**config.mk**
```make
export PLATFORM = sky130hd
export DESIGN_NAME = mrs_sequencer
export DESIGN_NICKNAME = d
export VERILOG_FILES = /design/src/logic/mrs_pkg.sv /design/src/logic/mrs_sequencer.sv
export SDC_FILE = /design/constraint.sdc
export NUM_CORES = 1
export LEC_CHECK = 0
export BUFFER_PORTS_ARGS = -buffer_cell sky130_fd_sc_hd__buf_2
export CORE_MARGIN = 4
export CORE_UTILIZATION = 45
export DETAILED_ROUTE_END_ITERATION = 7
export GPL_TIMING_DRIVEN = 0
export PLACE_DENSITY = 0.67
export SYNTH_ARGS = -nofsm -noshare
export SYNTH_HDL_FRONTEND = slang
export SYNTH_SLANG_ARGS = --single-unit
```
**constraint.sdc**
```tcl
create_clock -name MCLK -period 3.1 [get_ports MCLK]
set_clock_uncertainty 0.2 [all_clocks]
set_input_delay 0.62 -clock MCLK [delete_from_list [all_inputs] [get_ports MCLK]]
set_output_delay 0.62 -clock MCLK [all_outputs]
set_load 0.03 [all_outputs]
```
**src/logic/mrs_pkg.sv**
```systemverilog
`default_nettype none
package mrs_pkg;
   // Clock and tick timing.
   localparam int unsigned CLK_PERIOD_NS  = 4;
   localparam int unsigned TICK_MS        = 100;
   localparam int unsigned TICK_CYCLES_DF = TICK_MS * 1000000 / CLK_PERIOD_NS;
   // Selector procedure windows, in seconds, and the slow flash in millihertz.
   localparam int unsigned HOLD_S         = 9;
   localparam int unsigned WINDOW_S       = 3;
   localparam int unsigned SLOW_FLASH_MHZ = 500;
   localparam int unsigned FAST_HALF_MS   = 200;
   localparam int unsigned SECOND_MS      = 1000;
   localparam logic [7:0]  HOLD_TICKS     = 8'(HOLD_S * 1000 / TICK_MS);
   localparam logic [7:0]  WINDOW_TICKS   = 8'(WINDOW_S * 1000 / TICK_MS);
   localparam logic [3:0]  SLOW_HALF_TICKS = 4'(1000000 / (2 * SLOW_FLASH_MHZ) / TICK_MS);
   localparam logic [3:0]  FAST_HALF_TICKS = 4'(FAST_HALF_MS / TICK_MS);
   localparam logic [3:0]  SECOND_TICKS   = 4'(SECOND_MS / TICK_MS);
   // Register byte offsets.
   localparam logic [7:0]  REG_CTRL       = 8'h00;
   localparam logic [7:0]  REG_RETAIN     = 8'h04;
   localparam logic [7:0]  REG_NET        = 8'h08;
   localparam logic [7:0]  REG_STATUS     = 8'h0C;
   localparam logic [7:0]  REG_RUNTIME    = 8'h10;
   // Field positions.
   localparam int unsigned CTRL_FORCE_BIT = 0;
   localparam int unsigned NET_RATE_LSB   = 8;
   localparam int unsigned STAT_FMT_BIT   = 8;
   localparam int unsigned STAT_INV_BIT   = 9;
   localparam int unsigned STAT_CARD_BIT  = 10;
   localparam int unsigned STAT_OPER_BIT  = 11;
   // Reset values and bus response codes.
   localparam logic [15:0] RETAIN_RST     = 16'h0000;
   localparam logic [7:0]  NET_ADDR_RST   = 8'h02;
   localparam logic [3:0]  NET_RATE_RST   = 4'h0;
   localparam logic [1:0]  RESP_OKAY      = 2'h0;
   localparam logic [1:0]  RESP_SLVERR    = 2'h2;

   typedef enum logic [3:0] {
      ST_BOOT, ST_NO_CARD, ST_MEMORY_RESET_POSITION_REQ, ST_HOLD, ST_STEADY, ST_REPRESS, ST_FORMAT, ST_MEM_RESET,
      ST_STOP, ST_RUN, ST_UPDATE, ST_BACKUP_ARM, ST_BACKUP_WAIT, ST_BACKUP
   } mrs_state_e;
endpackage : mrs_pkg
`default_nettype wire

```
**src/logic/mrs_sequencer.sv**
```systemverilog
// Decided for this implementation: register access over AXI4-Lite and the address map.
`timescale 1ns/1ns
`default_nettype none
module mrs_sequencer #(
   parameter int unsigned TICK_CYCLES = mrs_pkg::TICK_CYCLES_DF
) (
   input  wire logic        MCLK,
   input  wire logic        ARST_N,
   input  wire logic [7:0]  S_AXI_AWADDR,
   input  wire logic        S_AXI_AWVALID,
   output logic             S_AXI_AWREADY,
   input  wire logic [31:0] S_AXI_WDATA,
   input  wire logic [3:0]  S_AXI_WSTRB,
   input  wire logic        S_AXI_WVALID,
   output logic             S_AXI_WREADY,
   output logic [1:0]       S_AXI_BRESP,
   output logic             S_AXI_BVALID,
   input  wire logic        S_AXI_BREADY,
   input  wire logic [7:0]  S_AXI_ARADDR,
   input  wire logic        S_AXI_ARVALID,
   output logic             S_AXI_ARREADY,
   output logic [31:0]      S_AXI_RDATA,
   output logic [1:0]       S_AXI_RRESP,
   output logic             S_AXI_RVALID,
   input  wire logic        S_AXI_RREADY,
   input  wire logic        MEMORY_RESET_POSITION,
   input  wire logic        RUN_POSITION,
   input  wire logic        CARD_PRESENT,
   input  wire logic        CARD_USER_TYPE,
   input  wire logic        CARD_FORMATTED,
   input  wire logic        CARD_FAULT,
   input  wire logic        CARD_INVALID,
   input  wire logic        CARD_BLANK,
   input  wire logic        CARD_CAP_OK,
   input  wire logic        CARD_UPDATE_IMAGE,
   input  wire logic        UPDATE_STAMP,
   input  wire logic        POWER_FAIL,
   input  wire logic        LOAD_ACTIVE,
   input  wire logic        COPY_ACTIVE,
   input  wire logic        EVAL_FAULT,
   input  wire logic        FORMAT_FAULT,
   input  wire logic        OP_DONE,
   output logic             LED_STOP,
   output logic             LED_RUN,
   output logic             FORCE_INDICATOR,
   output logic             OPERATE_EN,
   output logic             FORMAT_REQ,
   output logic             UPDATE_REQ,
   output logic             BACKUP_REQ,
   output logic             MEM_RESET_PULSE,
   output logic             WARM_CLEAR,
   output logic [15:0]      RETAIN_MASK,
   output logic [7:0]       NET_ADDR,
   output logic [3:0]       NET_RATE,
   output logic             SAVE_WORK_REQ,
   output logic             MARK_INVALID
);
   import mrs_pkg::*;

   typedef struct packed {
      mrs_state_e  state;
      logic [31:0] tick_cnt;
      logic        tick;
      logic        samp_memory_reset_position;
      logic        samp_run;
      logic        memory_reset_position_db;
      logic        memory_reset_position_prev;
      logic        run_db;
      logic        card_prev;
      logic [7:0]  ph_cnt;
      logic [3:0]  slow_cnt;
      logic        slow;
      logic [3:0]  fast_cnt;
      logic        fast;
      logic        invalid;
      logic        save_work;
      logic        warm_clear;
      logic [3:0]  sec_cnt;
      logic [31:0] runtime;
      logic        force_en;
      logic [15:0] retain;
      logic [7:0]  net_addr;
      logic [3:0]  net_rate;
      logic        aw_full;
      logic [7:0]  awaddr;
      logic        w_full;
      logic [31:0] wdata;
      logic [3:0]  wstrb;
      logic        bvalid;
      logic [1:0]  bresp;
      logic        rvalid;
      logic [31:0] rdata;
      logic [1:0]  rresp;
   } mrs_regs_s;

   mrs_regs_s st_q;
   mrs_regs_s st_d;
   logic      format_need;
   logic      card_rise;
   logic      all_on;
   logic      arm;

   // Merges write data into a register under the byte strobes.
   function automatic logic [31:0] mrs_merge(input logic [31:0] old_v, input logic [31:0] new_v,
                                             input logic [3:0] strb);
      logic [31:0] r;
      r = old_v;
      for (int i = 0; i < 4; i++) begin
         if (strb[i]) begin
            r[8*i +: 8] = new_v[8*i +: 8];
         end
      end
      return r;
   endfunction : mrs_merge

   assign format_need = !CARD_USER_TYPE || !CARD_FORMATTED || CARD_FAULT || CARD_INVALID
                        || st_q.invalid;
   assign card_rise   = CARD_PRESENT && !st_q.card_prev;

   always_comb begin
      logic [31:0] w;
      w = 32'h0000_0000;
      st_d = st_q;
      st_d.warm_clear = 1'b0;
      st_d.card_prev = CARD_PRESENT;
      st_d.memory_reset_position_prev = st_q.memory_reset_position_db;
      st_d.save_work = POWER_FAIL && CARD_PRESENT;

      // Fixed tick from the module clock; selector debounced on tick samples.
      st_d.tick = (st_q.tick_cnt == TICK_CYCLES - 1);
      st_d.tick_cnt = st_d.tick ? 32'h0000_0000 : st_q.tick_cnt + 32'h0000_0001;
      if (st_q.tick) begin
         st_d.samp_memory_reset_position = MEMORY_RESET_POSITION;
         st_d.samp_run = RUN_POSITION;
         if (MEMORY_RESET_POSITION == st_q.samp_memory_reset_position) begin
            st_d.memory_reset_position_db = MEMORY_RESET_POSITION;
         end
         if (RUN_POSITION == st_q.samp_run) begin
            st_d.run_db = RUN_POSITION;
         end
         st_d.ph_cnt = st_q.ph_cnt + 8'h01;
         if (st_q.slow_cnt == SLOW_HALF_TICKS - 4'h1) begin
            st_d.slow_cnt = 4'h0;
            st_d.slow = !st_q.slow;
         end else begin
            st_d.slow_cnt = st_q.slow_cnt + 4'h1;
         end
         if (st_q.fast_cnt == FAST_HALF_TICKS - 4'h1) begin
            st_d.fast_cnt = 4'h0;
            st_d.fast = !st_q.fast;
         end else begin
            st_d.fast_cnt = st_q.fast_cnt + 4'h1;
         end
         if (st_q.state == ST_RUN) begin
            if (st_q.sec_cnt == SECOND_TICKS - 4'h1) begin
               st_d.sec_cnt = 4'h0;
               st_d.runtime = st_q.runtime + 32'h0000_0001;
            end else begin
               st_d.sec_cnt = st_q.sec_cnt + 4'h1;
            end
         end
      end

      if (!CARD_PRESENT) begin
         st_d.state = ST_NO_CARD;
      end else if (card_rise && st_q.state != ST_BOOT) begin
         st_d.state = ST_MEMORY_RESET_POSITION_REQ;
      end else begin
         case (st_q.state)
            ST_BOOT: begin
               if (CARD_UPDATE_IMAGE && CARD_CAP_OK) begin
                  st_d.state = ST_UPDATE;
               end else if (MEMORY_RESET_POSITION && CARD_BLANK && CARD_CAP_OK) begin
                  st_d.state = ST_BACKUP_ARM;
                  st_d.samp_memory_reset_position = 1'b1;
                  st_d.memory_reset_position_db = 1'b1;
               end else if (UPDATE_STAMP) begin
                  st_d.state = ST_MEM_RESET;
               end else if (format_need) begin
                  st_d.state = ST_MEMORY_RESET_POSITION_REQ;
               end else begin
                  st_d.state = ST_STOP;
               end
            end
            ST_MEMORY_RESET_POSITION_REQ: begin
               if (st_q.memory_reset_position_db) begin
                  st_d.state = format_need ? ST_HOLD : ST_MEM_RESET;
               end
            end
            ST_HOLD: begin
               if (!st_q.memory_reset_position_db) begin
                  st_d.state = ST_MEMORY_RESET_POSITION_REQ;
               end else if (st_q.tick && st_q.ph_cnt == HOLD_TICKS - 8'h01) begin
                  st_d.state = ST_STEADY;
               end
            end
            ST_STEADY: begin
               if (!st_q.memory_reset_position_db) begin
                  st_d.state = ST_REPRESS;
               end else if (st_q.tick && st_q.ph_cnt == WINDOW_TICKS - 8'h01) begin
                  st_d.state = ST_MEMORY_RESET_POSITION_REQ;
               end
            end
            ST_REPRESS: begin
               if (st_q.memory_reset_position_db) begin
                  st_d.state = ST_FORMAT;
               end else if (st_q.tick && st_q.ph_cnt == WINDOW_TICKS - 8'h01) begin
                  st_d.state = ST_MEMORY_RESET_POSITION_REQ;
               end
            end
            ST_FORMAT: begin
               if (FORMAT_FAULT) begin
                  st_d.state = ST_MEM_RESET;
               end else if (OP_DONE) begin
                  st_d.invalid = 1'b0;
                  st_d.state = ST_MEM_RESET;
               end
            end
            ST_MEM_RESET: begin
               st_d.state = format_need ? ST_MEMORY_RESET_POSITION_REQ : ST_STOP;
            end
            ST_STOP: begin
               // Only a fresh press requests a reset, so one press gives one memory reset.
               if (st_q.memory_reset_position_db && !st_q.memory_reset_position_prev) begin
                  st_d.state = ST_MEMORY_RESET_POSITION_REQ;
               end else if (st_q.run_db && !format_need) begin
                  st_d.state = ST_RUN;
                  st_d.warm_clear = 1'b1;
               end
            end
            ST_RUN: begin
               if (!st_q.run_db) begin
                  st_d.state = ST_STOP;
               end
            end
            ST_UPDATE: begin
               if (OP_DONE) begin
                  st_d.state = ST_MEMORY_RESET_POSITION_REQ;
               end
            end
            ST_BACKUP_ARM: begin
               if (!st_q.memory_reset_position_db) begin
                  st_d.state = ST_BACKUP_WAIT;
               end
            end
            ST_BACKUP_WAIT: begin
               if (st_q.memory_reset_position_db) begin
                  st_d.state = ST_BACKUP;
               end
            end
            ST_BACKUP: begin
               if (OP_DONE) begin
                  st_d.state = ST_MEMORY_RESET_POSITION_REQ;
               end
            end
            ST_NO_CARD: begin
               st_d.state = ST_NO_CARD;
            end
            default: begin
               st_d.state = ST_BOOT;
            end
         endcase
      end
      // The response window runs on from the steady indication across the release.
      if (st_d.state != st_q.state && !(st_q.state == ST_STEADY && st_d.state == ST_REPRESS)) begin
         st_d.ph_cnt = 8'h00;
      end

      // A marking event wins over the clear at format completion.
      if ((POWER_FAIL && (LOAD_ACTIVE || COPY_ACTIVE)) || EVAL_FAULT
          || (st_q.state == ST_FORMAT && FORMAT_FAULT)) begin
         st_d.invalid = 1'b1;
      end

      // Register write path: address and data are held until both are present.
      if (S_AXI_AWVALID && !st_q.aw_full) begin
         st_d.aw_full = 1'b1;
         st_d.awaddr = S_AXI_AWADDR;
      end
      if (S_AXI_WVALID && !st_q.w_full) begin
         st_d.w_full = 1'b1;
         st_d.wdata = S_AXI_WDATA;
         st_d.wstrb = S_AXI_WSTRB;
      end
      if (st_q.aw_full && st_q.w_full && !st_q.bvalid) begin
         st_d.aw_full = 1'b0;
         st_d.w_full = 1'b0;
         st_d.bvalid = 1'b1;
         st_d.bresp = RESP_OKAY;
         case (st_q.awaddr)
            REG_CTRL: begin
               w = mrs_merge({31'h0, st_q.force_en}, st_q.wdata, st_q.wstrb);
               st_d.force_en = w[CTRL_FORCE_BIT];
            end
            REG_RETAIN: begin
               w = mrs_merge({16'h0000, st_q.retain}, st_q.wdata, st_q.wstrb);
               st_d.retain = w[15:0];
            end
            REG_NET: begin
               w = mrs_merge({20'h00000, st_q.net_rate, st_q.net_addr}, st_q.wdata, st_q.wstrb);
               st_d.net_addr = w[7:0];
               st_d.net_rate = w[NET_RATE_LSB +: 4];
            end
            REG_STATUS, REG_RUNTIME: begin
               st_d.bresp = RESP_OKAY;
            end
            default: begin
               st_d.bresp = RESP_SLVERR;
            end
         endcase
      end
      if (st_q.bvalid && S_AXI_BREADY) begin
         st_d.bvalid = 1'b0;
      end

      // Register read path.
      if (S_AXI_ARVALID && !st_q.rvalid) begin
         st_d.rvalid = 1'b1;
         st_d.rresp = RESP_OKAY;
         st_d.rdata = 32'h0000_0000;
         case (S_AXI_ARADDR)
            REG_CTRL:    st_d.rdata[CTRL_FORCE_BIT] = st_q.force_en;
            REG_RETAIN:  st_d.rdata[15:0] = st_q.retain;
            REG_NET:     st_d.rdata[11:0] = {st_q.net_rate, st_q.net_addr};
            REG_STATUS: begin
               st_d.rdata[3:0] = st_q.state;
               st_d.rdata[STAT_FMT_BIT] = format_need;
               st_d.rdata[STAT_INV_BIT] = st_q.invalid;
               st_d.rdata[STAT_CARD_BIT] = CARD_PRESENT;
               st_d.rdata[STAT_OPER_BIT] = (st_q.state == ST_RUN);
            end
            REG_RUNTIME: st_d.rdata = st_q.runtime;
            default:     st_d.rresp = RESP_SLVERR;
         endcase
      end else if (st_q.rvalid && S_AXI_RREADY) begin
         st_d.rvalid = 1'b0;
      end
   end

   // Network settings and runtime return to their reset values (address 8'h02, rate and runtime zero) on power-on reset only, never on a memory reset.
   always_ff @(posedge MCLK or negedge ARST_N) begin
      if (!ARST_N) begin
         st_q <= '{state: ST_BOOT, retain: RETAIN_RST, net_addr: NET_ADDR_RST,
                   net_rate: NET_RATE_RST, default: '0};
      end else begin
         st_q <= st_d;
      end
   end

   assign S_AXI_AWREADY = !st_q.aw_full;
   assign S_AXI_WREADY  = !st_q.w_full;
   assign S_AXI_BVALID  = st_q.bvalid;
   assign S_AXI_BRESP   = st_q.bresp;
   assign S_AXI_ARREADY = !st_q.rvalid;
   assign S_AXI_RVALID  = st_q.rvalid;
   assign S_AXI_RDATA   = st_q.rdata;
   assign S_AXI_RRESP   = st_q.rresp;

   assign all_on          = (st_q.state == ST_UPDATE) || (st_q.state == ST_BACKUP);
   assign arm             = (st_q.state == ST_BACKUP_ARM) || (st_q.state == ST_BACKUP_WAIT);
   assign LED_STOP        = (st_q.state == ST_MEMORY_RESET_POSITION_REQ || st_q.state == ST_HOLD || arm) ? st_q.slow
                            : (st_q.state == ST_FORMAT) ? st_q.fast
                            : (st_q.state != ST_RUN);
   assign LED_RUN         = all_on || (st_q.state == ST_RUN) || (arm && st_q.slow);
   assign FORCE_INDICATOR = all_on || (arm ? st_q.slow : st_q.force_en);
   assign OPERATE_EN      = (st_q.state == ST_RUN);
   assign FORMAT_REQ      = (st_q.state == ST_FORMAT);
   assign UPDATE_REQ      = (st_q.state == ST_UPDATE);
   assign BACKUP_REQ      = (st_q.state == ST_BACKUP);
   // A memory reset clears working memory only; the card program is never erased here.
   assign MEM_RESET_PULSE = (st_q.state == ST_MEM_RESET);
   assign WARM_CLEAR      = st_q.warm_clear;
   assign RETAIN_MASK     = st_q.retain;
   assign NET_ADDR        = st_q.net_addr;
   assign NET_RATE        = st_q.net_rate;
   assign SAVE_WORK_REQ   = st_q.save_work;
   assign MARK_INVALID    = st_q.invalid;

   a_repeat_request: assert property (@(posedge MCLK) disable iff (!ARST_N)
      (st_q.state == ST_MEM_RESET && format_need && CARD_PRESENT) |=> st_q.state == ST_MEMORY_RESET_POSITION_REQ)
      else $error("memory reset did not renew the request");
   a_invalid_mark: assert property (@(posedge MCLK) disable iff (!ARST_N)
      (POWER_FAIL && (LOAD_ACTIVE || COPY_ACTIVE)) |=> MARK_INVALID)
      else $error("interrupted load did not mark content invalid");
   a_format_only: assert property (@(posedge MCLK) disable iff (!ARST_N)
      FORMAT_REQ |-> $past(st_q.state) inside {ST_REPRESS, ST_FORMAT})
      else $error("format requested outside the procedure");
   a_request_flash: assert property (@(posedge MCLK) disable iff (!ARST_N)
      (st_q.state == ST_MEMORY_RESET_POSITION_REQ && $past(st_q.state) == ST_MEMORY_RESET_POSITION_REQ && $past(st_q.tick)
       && $past(st_q.slow_cnt) == SLOW_HALF_TICKS - 4'h1) |-> LED_STOP != $past(LED_STOP))
      else $error("stop indicator did not toggle on schedule");
   a_hold_steady: assert property (@(posedge MCLK) disable iff (!ARST_N)
      (st_q.state == ST_HOLD && st_q.memory_reset_position_db && CARD_PRESENT && st_q.tick
       && st_q.ph_cnt == HOLD_TICKS - 8'h01) |=> (st_q.state == ST_STEADY && LED_STOP))
      else $error("hold did not give a steady stop indicator");
   a_window_miss: assert property (@(posedge MCLK) disable iff (!ARST_N)
      (st_q.state == ST_REPRESS && !st_q.memory_reset_position_db && CARD_PRESENT && st_q.tick
       && st_q.ph_cnt == WINDOW_TICKS - 8'h01) |=> st_q.state == ST_MEMORY_RESET_POSITION_REQ)
      else $error("missed window did not return to request");
   a_std_reset: assert property (@(posedge MCLK) disable iff (!ARST_N)
      (st_q.state == ST_MEMORY_RESET_POSITION_REQ && st_q.memory_reset_position_db && !format_need && CARD_PRESENT && !card_rise)
      |=> MEM_RESET_PULSE ##1 (!MEM_RESET_PULSE && !FORMAT_REQ))
      else $error("standard memory reset misbehaved");
   a_new_card: assert property (@(posedge MCLK) disable iff (!ARST_N)
      (card_rise && st_q.state != ST_BOOT) |=> st_q.state == ST_MEMORY_RESET_POSITION_REQ)
      else $error("new card did not request memory reset");
   a_no_card: assert property (@(posedge MCLK) disable iff (!ARST_N)
      !CARD_PRESENT |=> !OPERATE_EN)
      else $error("operation allowed without a card");
   a_save_work: assert property (@(posedge MCLK) disable iff (!ARST_N)
      (POWER_FAIL && CARD_PRESENT) |=> SAVE_WORK_REQ)
      else $error("working memory save not requested");
endmodule : mrs_sequencer
`default_nettype wire

```
; ---- Word level (Yosys, flattened, before mapping)
; Cells that the tools add are included.
[word_totals]
regBits = 213
in_bits = 76
out_inout_bits = 80
elab_cells = 220
[classes]
n_addsub = 6
n_eq_ne = 34
n_mux = 72
reduce_logical = 74
[ops]
columns = operator, n
row1 = 2-to-1 mux 4 bit, 23
row2 = "adder 32 x 1 -> 32 bit, second input constant", 2
row3 = case mux 4 bit (13 select lines), 1
row4 = 2-to-1 mux 37 bit, 1
row5 = "equality test 32 x 25 -> 1 bit, second input constant", 1
row6 = "equality test 4 bit, second input constant", 8
row7 = "equality test 8 x 4 -> 1 bit, second input constant", 4
row8 = 2-to-1 mux 1 bit, 32
row9 = 2-to-1 mux 32 bit, 1
row10 = "equality test 8 x 5 -> 1 bit, second input constant", 3
row11 = logical AND 1 bit, 22
row12 = "equality test 4 x 3 -> 1 bit, second input constant", 5
row13 = 2-to-1 mux 18 bit, 1
row14 = AND reduction 3 bit, 6
row15 = "equality test 8 x 3 -> 1 bit, second input constant", 2
row16 = zero test 8 bit, 2
row17 = 2-to-1 mux 16 bit, 1
row18 = case mux 4 bit (4 select lines), 1
row19 = nonzero test 2 bit, 8
row20 = logical OR 1 bit, 14
row21 = "adder 4 x 1 -> 4 bit, second input constant", 3
row22 = zero test 1 bit, 12
row23 = case mux 3 bit (4 select lines), 1
row24 = case mux 4 bit (3 select lines), 1
row25 = 20 further kinds, 31

; ---- Longest topological paths before layout
; Gate-level depths: netlist of run 1.
[logic_depth]
word_depth = 17
depth_mapped = 9
ltp_nobuf = 8

; ---- Worst setup path after synthesis of run 1
; OpenSTA, ideal clock, no wires.
[synth_timing]
path_type = reg-to-output
from = reg st_q[210] (netlist bit)
to = out LED_STOP
t_arrival_ps = 1979
required_time_ps = 2280
slack_ps = 301
stages_incl_launch_ff = 8
n_path_buf = 3
cell_sequence = dfrtp_1 -> clkbuf_1 -> clkbuf_1 -> clkbuf_1 -> nor2_1 -> a21oi_1 -> nor2_1 -> a31oi_1
[synth_between]
elab_chain_cells = 4
elab_cells_between_ends = 11
cone_classes = 6 x eq/ne / 2 x mux / 3 x reduce/logical
[synth_rtl]
columns = element, line
row1 = "start, declared", mrs_sequencer.sv:96  ; mrs_regs_s st_q;
row2 = "start signal, assigned", mrs_sequencer.sv:343  ; st_q <= '{state: ST_BOOT, retain: RETAIN_RST, net_addr: NET_ADDR_RST,
row3 = "start signal, assigned", mrs_sequencer.sv:346  ; st_q <= st_d;
row4 = equality test 4 x 2 -> 1 bit / equality test 4 bit (equally long branches), "mrs_sequencer.sv:361, mrs_sequencer.sv:360"
row5 = logical OR 1 bit (on tied branches), "mrs_sequencer.sv:361, mrs_sequencer.sv:360"
row6 = logical OR 1 bit, mrs_sequencer.sv:361  ; assign LED_STOP = (st_q.state == ST_MEMORY_RESET_POSITION_REQ || st_q.state == ST_HOLD || arm) ? st_q.slow
row7 = 2-to-1 mux 1 bit (*), mrs_sequencer.sv:361
row8 = "end, declared", mrs_sequencer.sv:43  ; output logic LED_STOP,
; Mark *: on every way between the ends. The rest lies on a longest branch, timed or not.

; ---- Final worst setup path of run 1
[layout_timing]
from = reg st_q[209] (netlist bit)
to = out LED_RUN
[layout_between]
elab_chain_cells = 4
elab_cells_between_ends = 10
cone_classes = 5 x eq/ne / 5 x reduce/logical
[layout_rtl]
columns = element, line
row1 = equality test 4 bit (on tied branches), "mrs_sequencer.sv:359, mrs_sequencer.sv:360"
row2 = logical OR 1 bit (on tied branches), "mrs_sequencer.sv:359, mrs_sequencer.sv:360"
row3 = logical OR 1 bit / logical AND 1 bit (equally long branches), mrs_sequencer.sv:364  ; assign LED_RUN = all_on || (st_q.state == ST_RUN) || (arm && st_q.slow);
row4 = logical OR 1 bit (*), mrs_sequencer.sv:364
row5 = "end, declared", mrs_sequencer.sv:44  ; output logic LED_RUN,
; Marks and branches as above.

==> results of run 1 <==
-- worst paths after layout --
| path | slack (ns) | depth (start not counted) | startpoint | to |
|---|---|---|---|---|
| setup / recovery | 0.09 | 5 | st_q[209] | LED_RUN |
| hold / removal | 0.12 | 1 | CARD_PRESENT | st_q[170] |
| setup reg to reg | 0.13 | 7 | st_q[210] | st_q[163] |
| hold reg to reg | 0.25 | 0 | st_d[172] | st_q[172] |
| max in group asynchronous | 1.16 | 3 | ARST_N | st_q[179] |
| min in group asynchronous | 0.54 | 2 | ARST_N | S_AXI_BRESP[1] |
-- power by group through the flow --
| stage | combinational [mW] | sequential, mW | clock [mW] |
|---|---|---|---|
| floorplan | 0.905 | 3.01 | 0 |
| global placement | 1.25 | 3.06 | 0 |
| detailed placement | 1.26 | 3.07 | 0 |
| CTS | 1.28 | 3.02 | 2.27 |
| global route | 1.41 | 3.07 | 2.38 |
| finish | 1.29 | 3.02 | 2.22 |
-- final cells by class --
cell class              instances  area share
repair buffers                140     0.06497
inverters                      22    0.007171
clock inverters                15     0.01586
multi-input cells             619      0.3669
well taps                     275     0.02988
diodes                          1   0.0002173
clock buffers                  17     0.03694
plain buffers                 102     0.05834
flip-flops and latches        193      0.4197
-- flip-flops by register name, indices dropped and copies added, names as in the netlist --
signal         count
NET_ADDR           8
S_AXI_RDATA       32
WARM_CLEAR         1
S_AXI_RRESP        1
st_q             125
MARK_INVALID       1
NET_RATE           4
st_d               1
RETAIN_MASK       16
S_AXI_RVALID       1
S_AXI_BRESP        1
S_AXI_BVALID       1
SAVE_WORK_REQ      1
-- metal layers --
layer / global-route usage / wire length [um]
met1: 0.2572 / 10250
met4: 0.04542 / 182
met3: 0.03783 / 1262
met5: 0 / 0
met2: 0.3166 / 10930
-- critical path, cell delays in order, from the launching register on --
cell and delay [ns]:
dfrtp_1 0.49, clkbuf_2 0.24, or3b_2 0.51, o31ai_1 0.08, o21a_1 0.20, buf_2 0.22
-- repair_timing --
item | 4_1_cts | 5_1_grt
setup buffers | 0 | 3
gates resized for setup | 18 | 16
setup endpoints to repair | 16 | 15
pin swaps | 0 | 0
endpoints found under the hold margin | 71 | 0
hold buffers | 1 | 0
-- metrics by stage --
stage	util	worst slack (ns)	cells	setup TNS (ns)	area, um^2
final	0.5444	0.08752	1384	0	11520
after global routing	0.5443	0.003187	1383	0	11510
after CTS	0.5419	0.01256	1380	0	11460
after detailed placement	0.5107	-0.5784	1347	-11.00	10800
after global placement	0.5086	-2.013	1346	-395.64	10760
after floorplan	-	0.3012	936	0	9739
-- cells in the mapped netlist (5+ instances only) --
cell type / n / area [um^2]
a21oi_1: 19 / 95.09
mux2_2: 58 / 653.1
a21o_1: 13 / 97.59
a31oi_1: 5 / 31.28
nand3_1: 49 / 245.2
nand2_1: 99 / 371.6
xor2_1: 31 / 271.5
o32ai_1: 9 / 78.83
and3_1: 13 / 81.33
buf_1: 6 / 22.52
and3b_1: 5 / 43.79
or4_1: 5 / 37.54
o21ai_0: 25 / 125.1
nor2b_1: 12 / 75.07
nor4_1: 9 / 56.30
a221oi_1: 7 / 61.31
inv_1: 22 / 82.58
o22ai_1: 6 / 37.54
dfrtp_1: 192 / 4805
nor2_1: 68 / 255.2
o21bai_1: 7 / 52.55
nor3_1: 13 / 65.06
xnor2_1: 48 / 420.4
nand2b_1: 12 / 75.07
nand4_1: 16 / 100.1
clkbuf_1: 28 / 105.1
a222oi_1: 11 / 110.1
buf_4: 64 / 480.5
-- cells by family (layout without fill, tap and decap cells) --
| kind of cell | after synthesis | count (layout) | synth area share |
|---|---|---|---|
| compound gates | 130 | 130 | 0.09472 |
| xor+xnor | 80 | 80 | 0.07274 |
| fa+ha+maj | 4 | 4 | 0.005141 |
| buf+inv | 124 | 296 | 0.07428 |
| flops | 193 | 193 | 0.4962 |
| mux | 60 | 60 | 0.07043 |
| other cells | 1 | 3 | 0.0003852 |
| simple gates | 343 | 343 | 0.1861 |
==> flow_summary.toml, run 1 <==
[power_and_ir_drop]
pwr_density_cell_nw_per_um2 = 567.4
clkPwrFrac = 0.339
power_leakage_nw = 5.643
p_int_mw = 4.478
power_switching_mw = 2.056
p_total_mw = 6.534
seq_power_share = 0.463
switching_share = 0.3147
irDropWorstVdd_mv = 0.3415
combPwrFrac = 0.198

[sta]
fmax_mhz = 332.0
rsz0062_at_grt = "no"
tightestPinTransition_ns = 1.193
max_slew_margin = 0.1976
holdWs_ns = 0.1223
period_share = 0.9718
hold_violations = 0
setup_viol = 0
drv_slew = 0
finalCriticalPeriod_ns = 3.012

[routing]
dr.pass1.iters = 5
routedWlPerCell_um = 16.34
drtIter0Drc = 603
vias = 7420
drt_wl_total_mm = 22.62
vias_per_cell = 5.361
ant_nets = 0
drc_errors = 0

[global_routing]
grt_pass1_wl_mm = 37.14
grt_pass1_vias = 7258
track_usage = 0.1900
antenna_found_initial = 0
grt_max_degree = 123
overflow = 0

[clocking]
cts_buffer_depth = 2
clock_latency_ns = 0.44
clock_sinks = 193
htreeDepth = 4
numCtsBuffers = 17
clk_pin_slew_ns = 0.08
cts-root-buf = "clkbuf_16"
cts_tree = "built"

[synthesis]
syn_inst = 935
ys_ff_latch = 193
seq_area_frac_synth = 0.4962
synth.avg_cell_area_um2 = 10.41
synthFlopType = "dfrtp_1"
synthArstFlopShare = 1.000
yosys_warnings = 0
ys_types = 69
synth_edf_count = 0
synth_area_um2 = 9736

[die]
die_h_um = 155.1
start_util = 0.4602
die-area_um2 = 24050
pin_count = 156
rows = 53
die_w_um = 155.1
core_area_um2 = 21150

[flow_run]
maxCapViolCount = 0

[outcome]
status = "finished clean"

[place]
io_buffers = 135
dp_hpwl_mm = 16.40
gp_congestion = 0.9073

[layout]
nNetsFinal = 1175
layout_commonest_cell = "dfrtp_1"
area_growth_pct = 18.29
multiInputGateArea_um2 = 4225
seq_area_um2 = 4833
layout_common_cells = "dfrtp_1 (190), buf_2 (133), nand2_1 (98)"
drive_above_1_share = 0.3069
n_fill_cell = 1849

[critical_path]
cp-start-kind = "flop"
cp_max_fo = 10
end_kind = "output port"
cp.arrival_ns = 2.19
crit_type = "flop to output port"
required_ns = 2.28

[worst_hold_path]
hp-class = "input port to flop"
Note: power is estimated with default switching activity, not from simulation.
==> run 2, diff against run 1 <==
- CELL_PAD_IN_SITES_DETAIL_PLACEMENT: default -> 0
- CELL_PAD_IN_SITES_GLOBAL_PLACEMENT: default -> 1
- CORE_UTILIZATION: 45 -> 44
- PLACE_DENSITY: 0.67 -> 0.8
- SETUP_SLACK_MARGIN: default -> 0.02
==> run 2 against run 1 <==
Compared with the run above:
- the flow now finishes with violations (hold timing)
- maximum frequency up 0.51%
- cell count up 0.43%
- first-iteration DRC count down 14%
- core utilization down 1.7 points
- sequential power about the same
- clock power about the same
- critical path type is now flop to flop
- worst setup slack better by 0.015 ns
- critical endpoint is now st_q[164]
- sequential share of layout area about the same
- largest power group unchanged
- hold slack worse by 0.14 ns
==> flow_summary.toml, run 2 (synthesis results as in run 1) <==
[outcome]
status = "complete, but fails checks"
violations = "hold timing"

[flow_run]
maxCapViolCount = 0

[critical_path]
required_ns = 3.18
cp_max_fo = 8
cp.arrival_ns = 3.07
cp-start-kind = "flop"
crit_type = "flop to flop"
end_kind = "flop"
reg2reg_slack_ns = 0.10

[global_routing]
overflow = 0
antenna_found_initial = 2
grt_pass1_vias = 7124
track_usage = 0.1897
grt_max_degree = 113
grt_pass1_wl_mm = 37.32

[clocking]
cts_hold_buf = 0
htreeDepth = 4
clock_latency_ns = 0.43
numCtsBuffers = 17
clock_sinks = 193
cts-root-buf = "clkbuf_16"
clk_pin_slew_ns = 0.08
cts_tree = "built"
cts_buffer_depth = 2

[power_and_ir_drop]
seq_power_share = 0.463
irDropWorstVdd_mv = 0.4696
power_leakage_nw = 5.634
power_switching_mw = 1.998
clkPwrFrac = 0.340
pwr_density_cell_nw_per_um2 = 567.2
combPwrFrac = 0.198
switching_share = 0.3058
p_int_mw = 4.536

[routing]
ant_nets = 0
drt_wl_total_mm = 22.80
dr.pass1.iters = 5
drc_errors = 0
routedWlPerCell_um = 16.40
drtIter0Drc = 521
vias_per_cell = 5.251
vias = 7299

[place]
placed_cells = 1352
dp_hpwl_mm = 16.56
placed_area_um2 = 10810
gp_congestion = 0.9237
io_buffers = 135

[worst_hold_path]
hp-class = "input port to asynchronous set/reset pin"

[sta]
rsz0062_at_grt = "no"
tightestPinTransition_ns = 1.194
max_slew_margin = 0.1969
fmax_mhz = 333.7
period_share = 0.9668
finalCriticalPeriod_ns = 2.997
holdWs_ns = -0.01573
hold_violations = 9
drv_slew = 0
setup_viol = 0

[layout]
drive_above_1_share = 0.3078
area_growth_pct = 18.33
stdcell_count = 1390
n_fill_cell = 1989
layout_common_cells = "dfrtp_1 (190), buf_2 (133), nand2_1 (98)"
largest-register = "st_q"
largest_reg_flops = 125
layout_commonest_cell = "dfrtp_1"
nNetsFinal = 1175
design_area_um2 = 11520

[die]
die_w_um = 156.8
core_area_um2 = 21820
die_h_um = 156.8
rows = 54
start_util = 0.4461
pin_count = 156
die-area_um2 = 24570
==> run 2: layout make-up <==
cell class	instances	area, um^2	area share
clock inverter	14	170.2	0.01477
buffer	102	671.9	0.05833
clock buffer	18	429.2	0.03725
inverter	22	82.58	0.007168
sequential	193	4833	0.4196
antenna	2	5.005	0.0004345
timing repair buffer	140	745.7	0.06473
tap	280	350.3	0.03041
multi-input combinational	619	4232	0.3673
==> run 2: path summary, 6_finish.rpt <==
check / from / end / depth (start not counted)
max: st_q[209] / st_q[164] / 6
max reg2reg: st_q[209] / st_q[164] / 6
max in group asynchronous: ARST_N / S_AXI_RDATA[11] / 2
min reg2reg: st_d[172] / st_q[172] / 0
min in group MCLK: CARD_PRESENT / st_q[170] / 1
min: ARST_N / st_q[170] / 1
==> run 2: power groups by stage <==
stage	Clock [mW]	Sequential [mW]	Combinational, mW
2_1_floorplan	0	3.01	0.905
3_3_place_gp	0	3.06	1.24
6_report	2.22	3.02	1.29
4_1_cts	2.28	3.02	1.28
3_5_place_dp	0	3.07	1.26
5_1_grt	2.38	3.07	1.41
==> run 2: metal layers <==
| layer | vias to the layer above | wire [um] | track usage |
|---|---|---|---|
| li1 | 3560 | - | - |
| met5 | - | 0 | 0 |
| met4 | 0 | 273 | 0.04669 |
| met3 | 19 | 1113 | 0.03844 |
| met2 | 160 | 10960 | 0.3038 |
| met1 | 3560 | 10450 | 0.2666 |
==> run 2: stage by stage <==
| step | total power, mW | setup WS, ns | util | TNS [ns] |
|---|---|---|---|---|
| after CTS | 6.579 | 0.02906 | 0.5243 | 0 |
| after floorplan | 3.913 | 0.3012 | - | 0 |
| after global placement | 4.305 | -2.082 | 0.4933 | -404.41 |
| final | 6.535 | 0.1030 | 0.5279 | 0 |
| after global routing | 6.855 | 0.02234 | 0.5279 | 0 |
| after detailed placement | 4.335 | -0.4565 | 0.4953 | -9.328 |
==> run 2: critical path, stage by stage (launching register included) <==
cell      delay [ns]
dfrtp_1         0.49
or4_1           0.64
a211oi_1        0.34
a211oi_1        0.10
and3b_1         0.25
o31ai_2         0.64
o32ai_1         0.18
==> run 2: repair_timing <==
action / CTS / global route
pin swaps: 0 / 0
endpoints found under the setup margin: 11 / 19
buffers inserted: 0 / 4
gates cloned: 0 / 0
resized for setup: 15 / 17
